==> src/verilog/ocpu_pkg.sv <==
// Package of constants and types for the output compare PWM unit
package ocpu_pkg;

  localparam int unsigned TMR_W = 16;

  // Control settings in the low three bits of the control register
  localparam logic [2:0] MODE_OFF      = 3'h0;
  localparam logic [2:0] MODE_HIGH     = 3'h1;
  localparam logic [2:0] MODE_LOW      = 3'h2;
  localparam logic [2:0] MODE_TOGGLE   = 3'h3;
  localparam logic [2:0] MODE_PWM      = 3'h6;

  localparam logic [15:0] CTRL_RESET  = 16'h0000;
  localparam logic [15:0] DUTY_RESET  = 16'h0000;
  localparam logic [15:0] PERIOD_RESET = 16'hFFFF;

  // One instruction cycle is one clock of ref_clk_i
  localparam int unsigned GLITCH_CYCLES = 1;

  typedef enum logic [1:0] {
    OCPU_IDLE  = 2'b00,
    OCPU_RUN   = 2'b01,
    OCPU_SKIP  = 2'b10,
    OCPU_DONE  = 2'b11
  } ocpu_state_t;

endpackage : ocpu_pkg

==> src/verilog/ocpu_ctl_if.sv <==
// Interface carrying timer events between the timer and the compare core
`timescale 1ns/1ps
`default_nettype none
interface ocpu_ctl_if;
  logic [15:0] count;
  logic        period_start;

  modport tmr  (output count, output period_start);
  modport core (input  count, input  period_start);
endinterface : ocpu_ctl_if
`default_nettype wire

==> src/verilog/ocpu_timer.sv <==
// Free running period timer feeding the compare core
`timescale 1ns/1ps
`default_nettype none
module ocpu_timer (
  input  wire logic        ref_clk_i,
  input  wire logic        sys_rst_i,
  input  wire logic [15:0] period_i,
  ocpu_ctl_if.tmr          ev
);

  typedef struct packed {
    logic [15:0] count;
    logic        start;
  } ocpu_tmr_t;

  ocpu_tmr_t st_r;
  ocpu_tmr_t st_nxt;

  always_comb begin
    st_nxt = st_r;
    if (st_r.count >= period_i) begin
      st_nxt.count = 16'h0000;
      st_nxt.start = 1'b1;
    end else begin
      st_nxt.count = st_r.count + 16'h0001;
      st_nxt.start = 1'b0;
    end
  end

  always_ff @(posedge ref_clk_i) begin
    if (sys_rst_i) begin
      st_r <= '0;
    end else begin
      st_r <= st_nxt;
    end
  end

  assign ev.count        = st_r.count;
  assign ev.period_start = st_r.start;

endmodule : ocpu_timer
`default_nettype wire

==> src/verilog/ocpu_top.sv <==
// Output compare unit with PWM mode, modelling this revision's glitches
// What this block does
// - Zero duty gives one-cycle high glitch
// - After glitch, next compare is skipped
// - Settings 2 and 3 drive pin low at once
// - Enable from high pin pulses low once
`timescale 1ns/1ps
`default_nettype none
module ocpu_top (
  input  wire logic        ref_clk_i,
  input  wire logic        sys_rst_i,
  input  wire logic [15:0] compare_control_register_i,
  input  wire logic [15:0] duty_cycle_register_i,
  input  wire logic [15:0] compare_value_i,
  input  wire logic [15:0] period_i,
  input  wire logic        port_latch_i,
  output logic             oc_pin_o,
  output logic             oc_pin_oe_o
);

  ocpu_ctl_if ev ();

  ocpu_timer u_timer (
    .ref_clk_i (ref_clk_i),
    .sys_rst_i (sys_rst_i),
    .period_i  (period_i),
    .ev        (ev.tmr)
  );

  // ----------------------------------------
  // State
  // ----------------------------------------
  typedef struct packed {
    ocpu_pkg::ocpu_state_t state;
    logic [2:0]            mode;
    logic                  pin;
    logic                  oe;
    logic                  skip;
    logic                  glitch;
  } ocpu_st_t;

  ocpu_st_t st_r;
  ocpu_st_t st_nxt;

  logic [2:0] mode_req;
  logic       pin_before;
  logic       match;

  assign mode_req   = compare_control_register_i[2:0];
  assign pin_before = st_r.oe ? st_r.pin : port_latch_i;
  assign match      = (ev.count == compare_value_i);

  function automatic logic is_low_mode(input logic [2:0] m);
    is_low_mode = (m == ocpu_pkg::MODE_LOW) || (m == ocpu_pkg::MODE_TOGGLE);
  endfunction : is_low_mode

  // ----------------------------------------
  // Next state
  // ----------------------------------------
  always_comb begin
    st_nxt        = st_r;
    st_nxt.mode   = mode_req;
    st_nxt.glitch = 1'b0;
    if (mode_req == ocpu_pkg::MODE_OFF) begin
      // Off releases the pin to the port latch; the skip is also cleared
      st_nxt.state = ocpu_pkg::OCPU_IDLE;
      st_nxt.oe    = 1'b0;
      st_nxt.pin   = port_latch_i;
      st_nxt.skip  = 1'b0;
    end else if (st_r.mode != mode_req) begin
      // A new mode starts clean, so a stale skip cannot eat a later period
      st_nxt.state = ocpu_pkg::OCPU_RUN;
      st_nxt.oe    = 1'b1;
      st_nxt.skip  = 1'b0;
      if (is_low_mode(mode_req) && pin_before) begin
        st_nxt.pin    = 1'b0;
        st_nxt.glitch = 1'b1;
      end else begin
        st_nxt.pin = pin_before;
      end
    end else if (st_r.glitch && is_low_mode(st_r.mode)) begin
      // Pulse lasts one cycle, then the pin returns high until the match
      st_nxt.pin = 1'b1;
    end else begin
      unique case (st_r.state)
        ocpu_pkg::OCPU_IDLE: st_nxt.state = ocpu_pkg::OCPU_RUN;
        ocpu_pkg::OCPU_RUN: begin
          if (st_r.mode == ocpu_pkg::MODE_PWM) begin
            if (ev.period_start) begin
              if (duty_cycle_register_i == 16'h0000) begin
                st_nxt.pin  = 1'b1;
                st_nxt.skip = 1'b1;
              end else if (st_r.skip) begin
                st_nxt.pin  = 1'b0;
                st_nxt.skip = 1'b0;
              end else begin
                st_nxt.pin = 1'b1;
              end
            end else if (st_r.skip) begin
              st_nxt.pin = 1'b0;
            end else if (ev.count == duty_cycle_register_i) begin
              st_nxt.pin = 1'b0;
            end
          end else if (match) begin
            unique case (st_r.mode)
              ocpu_pkg::MODE_HIGH: begin
                st_nxt.pin   = 1'b1;
                st_nxt.state = ocpu_pkg::OCPU_DONE;
              end
              ocpu_pkg::MODE_LOW: begin
                st_nxt.pin   = 1'b0;
                st_nxt.state = ocpu_pkg::OCPU_DONE;
              end
              ocpu_pkg::MODE_TOGGLE: st_nxt.pin = ~st_r.pin;
              default: st_nxt.pin = st_r.pin;
            endcase
          end
        end
        ocpu_pkg::OCPU_SKIP: st_nxt.state = ocpu_pkg::OCPU_RUN;
        ocpu_pkg::OCPU_DONE: st_nxt.state = ocpu_pkg::OCPU_DONE;
      endcase
    end
  end

  always_ff @(posedge ref_clk_i) begin
    if (sys_rst_i) begin
      st_r <= '0;
    end else begin
      st_r <= st_nxt;
    end
  end

  assign oc_pin_o    = st_r.pin;
  assign oc_pin_oe_o = st_r.oe;
endmodule : ocpu_top
`default_nettype wire

==> config.mk <==
export PLATFORM = sky130hd
export DESIGN_NAME = ocpu_top
export DESIGN_NICKNAME = d
export VERILOG_FILES = /design/src/verilog/ocpu_pkg.sv /design/src/verilog/ocpu_ctl_if.sv /design/src/verilog/ocpu_timer.sv /design/src/verilog/ocpu_top.sv
export SDC_FILE = /design/constraint.sdc
export NUM_CORES = 1
export LEC_CHECK = 0
export ABC_CLOCK_PERIOD_IN_PS = 6300
export BUFFER_PORTS_ARGS = -buffer_cell sky130_fd_sc_hd__buf_2
export CELL_PAD_IN_SITES_DETAIL_PLACEMENT = 0
export CELL_PAD_IN_SITES_GLOBAL_PLACEMENT = 1
export CORE_UTILIZATION = 40
export CTS_BUF_LIST = sky130_fd_sc_hd__clkbuf_8
export CTS_CLUSTER_DIAMETER = 30
export DETAILED_ROUTE_END_ITERATION = 8
export GPL_ROUTABILITY_DRIVEN = 0
export PLACE_DENSITY = 0.95
export SLEW_MARGIN = 20
export SYNTH_ARGS = -nofsm -noshare
export SYNTH_HDL_FRONTEND = slang
export SYNTH_SLANG_ARGS = --single-unit
==> constraint.sdc <==
create_clock -name ref_clk_i -period 6.3 [get_ports ref_clk_i]
set_clock_uncertainty 0.05 [all_clocks]
set_input_delay 0.315 -clock ref_clk_i [delete_from_list [all_inputs] [get_ports ref_clk_i]]
set_output_delay 0.315 -clock ref_clk_i [all_outputs]
set_load 0.005 [all_outputs]
==> results of run 1 <==
## power by group through the flow
stage | clock, mW | sequential, mW | combinational [mW]
6_report | 0.106 | 0.177 | 0.0693
5_1_grt | 0.120 | 0.179 | 0.0776
4_1_cts | 0.109 | 0.177 | 0.0697
3_5_place_dp | 0 | 0.181 | 0.0692
3_3_place_gp | 0 | 0.181 | 0.0675
2_1_floorplan | 0 | 0.177 | 0.0422
## worst paths after layout
path              slack (ns)                         endpoint  cells past startpoint
hold / removal          0.25               st_r[6]$_SDFF_PP0_                      2
hold reg to reg         0.47            oc_pin_o$_SDFFE_PP0P_                      2
setup / recovery        4.05  u_timer.ev.count[15]$_SDFF_PP0_                      7
setup reg to reg        4.05  u_timer.ev.count[15]$_SDFF_PP0_                      7
## sequential cells by signal, indices dropped and copies added, names as in the netlist
name / cells
oc_pin_oe_o: 1
u_timer.ev.count: 16
oc_pin_o: 1
st_r: 7
u_timer.ev.period_start: 1
## area by class of cell
class | instances | area (sq um)
multi-input combinational | 185 | 1353
inverter | 23 | 86.33
fill | 486 | 2381
timing repair buffer | 55 | 275.3
clock buffer | 4 | 55.05
sequential | 26 | 520.5
tap | 67 | 83.83
## cells in the mapped netlist, types with 2 or more instances
cell      count
nor2_1       28
nor3_1        3
and3_1        9
nand2_1       9
clkbuf_1      7
nor2b_1       3
a21o_1        3
o21ai_0       7
o21a_1        2
dfxtp_1      26
and4_1        2
nand4_1      12
ha_1         17
nand2b_1      3
nand3_1       8
a221o_1       2
inv_1        23
a21oi_1       3
xnor2_1      43
mux2i_1       3
xor2_1        6
nor4_1        6
## cell families after synthesis
kind of cell	after synthesis	share of synthesized area
compound gates	28	0.1106
xor+xnor	49	0.2144
fa+ha+maj	17	0.1062
buf+inv	32	0.06437
flops	26	0.2600
mux	4	0.02063
simple gates	87	0.2238
## per-layer routing
layer | wire length, um | global-route usage | vias to the layer above
li1 | - | - | 937
met1 | 2388 | 0.2782 | 805
met2 | 2046 | 0.2991 | 44
met3 | 218 | 0.02210 | 4
met4 | 34 | 0.03268 | 0
met5 | 0 | 0 | -
## worst reg2reg max path, cell delays in order (launching register included)
cell and delay (ns):
dfxtp_1 0.48, ha_1 0.30, a21o_1 0.16, a21o_1 0.17
a221o_1 0.32, a221oi_4 0.32, o211ai_4 0.24, nor2_1 0.15
## stage by stage
| step | std cells | worst slack [ns] |
|---|---|---|
| 2_1_floorplan | 243 | 4.245 |
| 4_1_cts | 360 | 4.041 |
| 3_3_place_gp | 356 | 4.093 |
| 6_report | 360 | 4.050 |
| 3_5_place_dp | 356 | 4.065 |
| 5_1_grt | 360 | 3.687 |
==> results.yml, run 1 <==
outcome:
  run_status: "complete, no violations"
power:
  p_leak_nw: 1.065
  power.total_mw: 0.3532
  comb_power_share: 0.196
  powerDensity_nw_per_um2: 148.8
  p_clk_frac: 0.301
  vdd_drop_max_mv: 0.09271
  intPower_mw: 0.2616
  pwr-share-seq: 0.503
  p_switching_mw: 0.09161
  sw_frac_of_total: 0.2594
grt:
  grt_pass1_wl_um: 7783
  antenna_found_initial: 0
  grt-ovfl-total: 0
  grt_pass1_vias: 1657
  grtUsageTotal: 0.1890
  grt_max_degree: 16
detailed_routing:
  drtPass1Iterations: 4
  ant_nets: 0
  wirelength_um: 4687
  vias_per_cell: 4.972
  post-route-drc-count: 0
  drtIter0Drc: 138
  wl_per_cell_um: 13.02
  num_vias: 1790
final_layout:
  fin_area_sq_um: 2374
  final_common_cell: "buf_2"
  n_antenna_cell: 0
  most-common-layout-cells: "55 x buf_2, 43 x xnor2_1, 28 x nor2_1"
  final_nets: 378
  drive_gt1_frac: 0.2150
  syn_to_final_growth_pct: 18.56
  fin_util: 0.4992
yosys:
  yosysWarnings: 0
  synth_top_area_frac: 0.2600
  synth.distinct_cells: 40
  syn_area_sq_um: 2002
  synth_area_leaders: "dfxtp_1 26%, xnor2_1 19%, ha_1 11%"
  synth-edff-count: 0
  ys_ff_latch: 26
  netlist_instances: 243
  synth_fp_nets: 327
  ys_seq_area_frac: 0.2600
  postSynthAreaPerCell_sq_um: 8.238
  synth_top_area_cell: "dfxtp_1"
  async_flop_share: 0
  synthFlopType: "dfxtp_1"
worst_hold_path:
  hp-start: "sys_rst_i"
  hp-class: "input pin to flip-flop"
sta:
  finalCriticalPeriod_ns: 2.250
  fmax_mhz: 444.4
  finalCritPeriodShare: 0.3571
  rsz0062_at_grt: "false"
  slew_headroom: 0.6891
  hold_violations: 0
  tightest_slew_ns: 0.4641
  hold_ws_ns: 0.2543
  finalMaxSlewViolations: 0
  setup_tns_ns: 0
  setup_viol: 0
place:
  portBuffers: 55
  dpl_cell_area_sq_um: 2318
  dp.final_hpwl_um: 3854
floorplanning:
  initial_utilization: 0.4211
  core-area_sq_um: 4755
  die_y_um: 72.75
  row_count: 25
  design.die.area_sq_um: 5292
  io_pins: 69
  die_w_um: 72.75
setup_path:
  startpoint: "u_timer.ev.count[9]$_SDFF_PP0_"
  cp.arrival_ns: 2.41
  max_stage_delay_ns: 0.48
  path_delay_family: "compound AO/OA/AOI/OAI gates"
  crit_chain: "ha_1, a21o_1, a21o_1, a221o_1, a221oi_4, o211ai_4, nor2_1"
  path_buf_inv: 0
  crit_type: "flip-flop to flip-flop"
  setup.worst_path.end_class: "flip-flop"
  cpMostUsedCell: "a21o_1"
  timing.rr.start: "u_timer.ev.count[9]$_SDFF_PP0_"
  crit_fanout: 15
  worstPathRequired_ns: 6.46
  critPathLaunchType: "flip-flop"
  cp_slowest_cell: "dfxtp_1"
clock_network:
  clock_tree.htree_level_count: 1
  postCtsSetupRepairBufs: 0
  path_clk_slew_ns: 0.09
  cts_resized: 0
  cts.sinks: 26
  cts_root_buf: "clkbuf_8"
  cts_buffers: 3
  clockBufferDepth: 2
  insertion_delay_ns: 0.26
  ctsHoldBuffers: 0
  cts_tree: "yes"
run:
  drv_cap: 0
(Power assumes the default switching activity.)
==> run 2: changes to the inputs <==
--- a/config.mk
+++ b/config.mk
@@ -5,16 +5,16 @@
 export SDC_FILE = /design/constraint.sdc
 export NUM_CORES = 1
 export LEC_CHECK = 0
-export ABC_CLOCK_PERIOD_IN_PS = 6300
+export ABC_CLOCK_PERIOD_IN_PS = 1820
 export BUFFER_PORTS_ARGS = -buffer_cell sky130_fd_sc_hd__buf_2
 export CELL_PAD_IN_SITES_DETAIL_PLACEMENT = 0
 export CELL_PAD_IN_SITES_GLOBAL_PLACEMENT = 1
-export CORE_UTILIZATION = 40
+export CORE_UTILIZATION = 34
 export CTS_BUF_LIST = sky130_fd_sc_hd__clkbuf_8
 export CTS_CLUSTER_DIAMETER = 30
 export DETAILED_ROUTE_END_ITERATION = 8
 export GPL_ROUTABILITY_DRIVEN = 0
-export PLACE_DENSITY = 0.95
+export PLACE_DENSITY = 0.87
 export SLEW_MARGIN = 20
 export SYNTH_ARGS = -nofsm -noshare
 export SYNTH_HDL_FRONTEND = slang
==> constraint.sdc (replaced) <==
create_clock -name ref_clk_i -period 1.82 [get_ports ref_clk_i]
set_clock_uncertainty 0.05 [all_clocks]
set_input_delay 0.091 -clock ref_clk_i [delete_from_list [all_inputs] [get_ports ref_clk_i]]
set_output_delay 0.091 -clock ref_clk_i [all_outputs]
set_load 0.005 [all_outputs]
==> results.yml, run 2 (synthesis results as in run 1) <==
outcome:
  run_status: "finished, violations left"
  violations: "setup timing"
clock_network:
  clock_tree.htree_level_count: 1
  cts_tree: "yes"
  cts.sinks: 26
  insertion_delay_ns: 0.27
  cts_root_buf: "clkbuf_8"
  clockBufferDepth: 2
  cts_buffers: 3
  path_clk_slew_ns: 0.09
setup_path:
  r2r-end: "u_timer.ev.count[6]$_SDFF_PP0_"
  ff2ff_path_depth: 8
  critPathLaunchType: "flip-flop"
  crit_type: "flip-flop to flip-flop"
  crit_fanout: 8
  timing.rr.start: "u_timer.ev.count[9]$_SDFF_PP0_"
  worstPathRequired_ns: 1.98
  setup.worst_path.end_class: "flip-flop"
  startpoint: "u_timer.ev.count[9]$_SDFF_PP0_"
  cp.arrival_ns: 2.23
  r2r_slack_ns: -0.24
sta:
  finalMaxSlewViolations: 0
  slew_headroom: 0.7182
  finalCriticalPeriod_ns: 2.065
  hold_ws_ns: 0.004256
  setup_viol: 17
  finalWorstSetupSlack_ns: -0.2448
  finalCritPeriodShare: 1.135
  fmax_mhz: 484.3
  rsz0062_at_grt: "true"
  hold_violations: 0
  setup_tns_ns: -3.545
  tightest_slew_ns: 0.4195
run:
  drv_cap: 0
grt:
  grt_pass1_vias: 1878
  grt_max_degree: 15
  antenna_found_initial: 0
  grt-ovfl-total: 0
  grtUsageTotal: 0.1802
  grt_pass1_wl_um: 8659
final_layout:
  n_antenna_cell: 0
  drive_gt1_frac: 0.3053
  fill_cells: 561
  syn_to_final_growth_pct: 32.00
  final_common_cell: "buf_2"
  final_nets: 406
  most-common-layout-cells: "55 x buf_2, 42 x xnor2_1, 28 x nor2_1"
  largest_register_ffs: 16
floorplanning:
  die_y_um: 78.74
  die_w_um: 78.74
  core-area_sq_um: 5574
  io_pins: 69
  design.die.area_sq_um: 6199
  initial_utilization: 0.3591
  row_count: 27
power:
  powerDensity_nw_per_um2: 476.9
  vdd_drop_max_mv: 0.2552
  p_leak_nw: 1.208
detailed_routing:
  vias_per_cell: 4.885
  drtIter0Drc: 101
  ant_nets: 0
  wirelength_um: 5222
  num_vias: 1920
  drtPass1Iterations: 4
  wl_per_cell_um: 13.29
  post-route-drc-count: 0
place:
  portBuffers: 55
  dp.final_hpwl_um: 4328
worst_hold_path:
  holdPathStages: 2
  hp-start: "compare_control_register_i[2]"
  holdPathEnd: "st_r[0]$_SDFF_PP0_"
  hp-class: "input pin to flip-flop"
run 2: final cells by class:
cell class | count | area [sq um] | area share
multi-input combinational | 186 | 1406 | 0.5322
sequential | 26 | 526.8 | 0.1993
timing repair buffer | 82 | 478.0 | 0.1809
tap | 72 | 90.09 | 0.03409
inverter | 23 | 86.33 | 0.03267
clock buffer | 4 | 55.05 | 0.02083
run 2: repair_timing:
item                       4_1_cts  5_1_grt
hold buffers                     0        0
setup buffers                    2        0
setup endpoints to repair       17       19
pin swaps                       12        7
gates cloned                     1        0
resized for setup                2        6
run 2: worst max path at each step:
stage / to / slack [ns] / depth (start not counted)
2_1_floorplan: u_timer.ev.count[9]$_SDFF_PP0_ / -0.17 / 8
3_3_place_gp: u_timer.ev.count[1]$_SDFF_PP0_ / -0.16 / 7
3_5_place_dp: u_timer.ev.count[6]$_SDFF_PP0_ / -0.22 / 6
4_1_cts: u_timer.ev.count[11]$_SDFF_PP0_ / -0.22 / 8
5_1_grt: u_timer.ev.count[4]$_SDFF_PP0_ / -0.32 / 8
6_report: u_timer.ev.count[6]$_SDFF_PP0_ / -0.24 / 8
run 2: critical path, stage by stage, from the launching register on:
cell	delay [ns]
dfxtp_4	0.36
ha_4	0.21
a21o_1	0.15
a21o_1	0.17
a221o_1	0.35
a221oi_4	0.28
buf_4	0.17
o211ai_4	0.13
nor2_1	0.14
run 2: report_power, final:
part / leakage [nW] / switching, mW / internal [mW]
clock: 0.0288 / 0.187 / 0.194
sequential: 0.214 / 0.0214 / 0.585
combinational: 0.965 / 0.129 / 0.144
total: 1.21 / 0.338 / 0.923
run 2: stage by stage:
stage	power (mW)	worst slack, ns	std cells	util	cell area [sq um]
detailed placement	0.8859	-0.2217	386	0.4536	2529
finish	1.260	-0.2448	393	0.4741	2643
global route	1.317	-0.3168	393	0.4741	2643
floorplan	0.7603	-0.1702	243	-	2018
global placement	0.8806	-0.1610	386	0.4536	2529
CTS	1.265	-0.2215	393	0.4700	2620
run 2: routing by layer:
metal | vias to the layer above | global-route usage | routed length [um]
li1 | 993 | - | -
met1 | 881 | 0.2442 | 2626
met2 | 42 | 0.2974 | 2379
met3 | 4 | 0.02184 | 157
met4 | 0 | 0.05370 | 58
met5 | - | 0 | 0
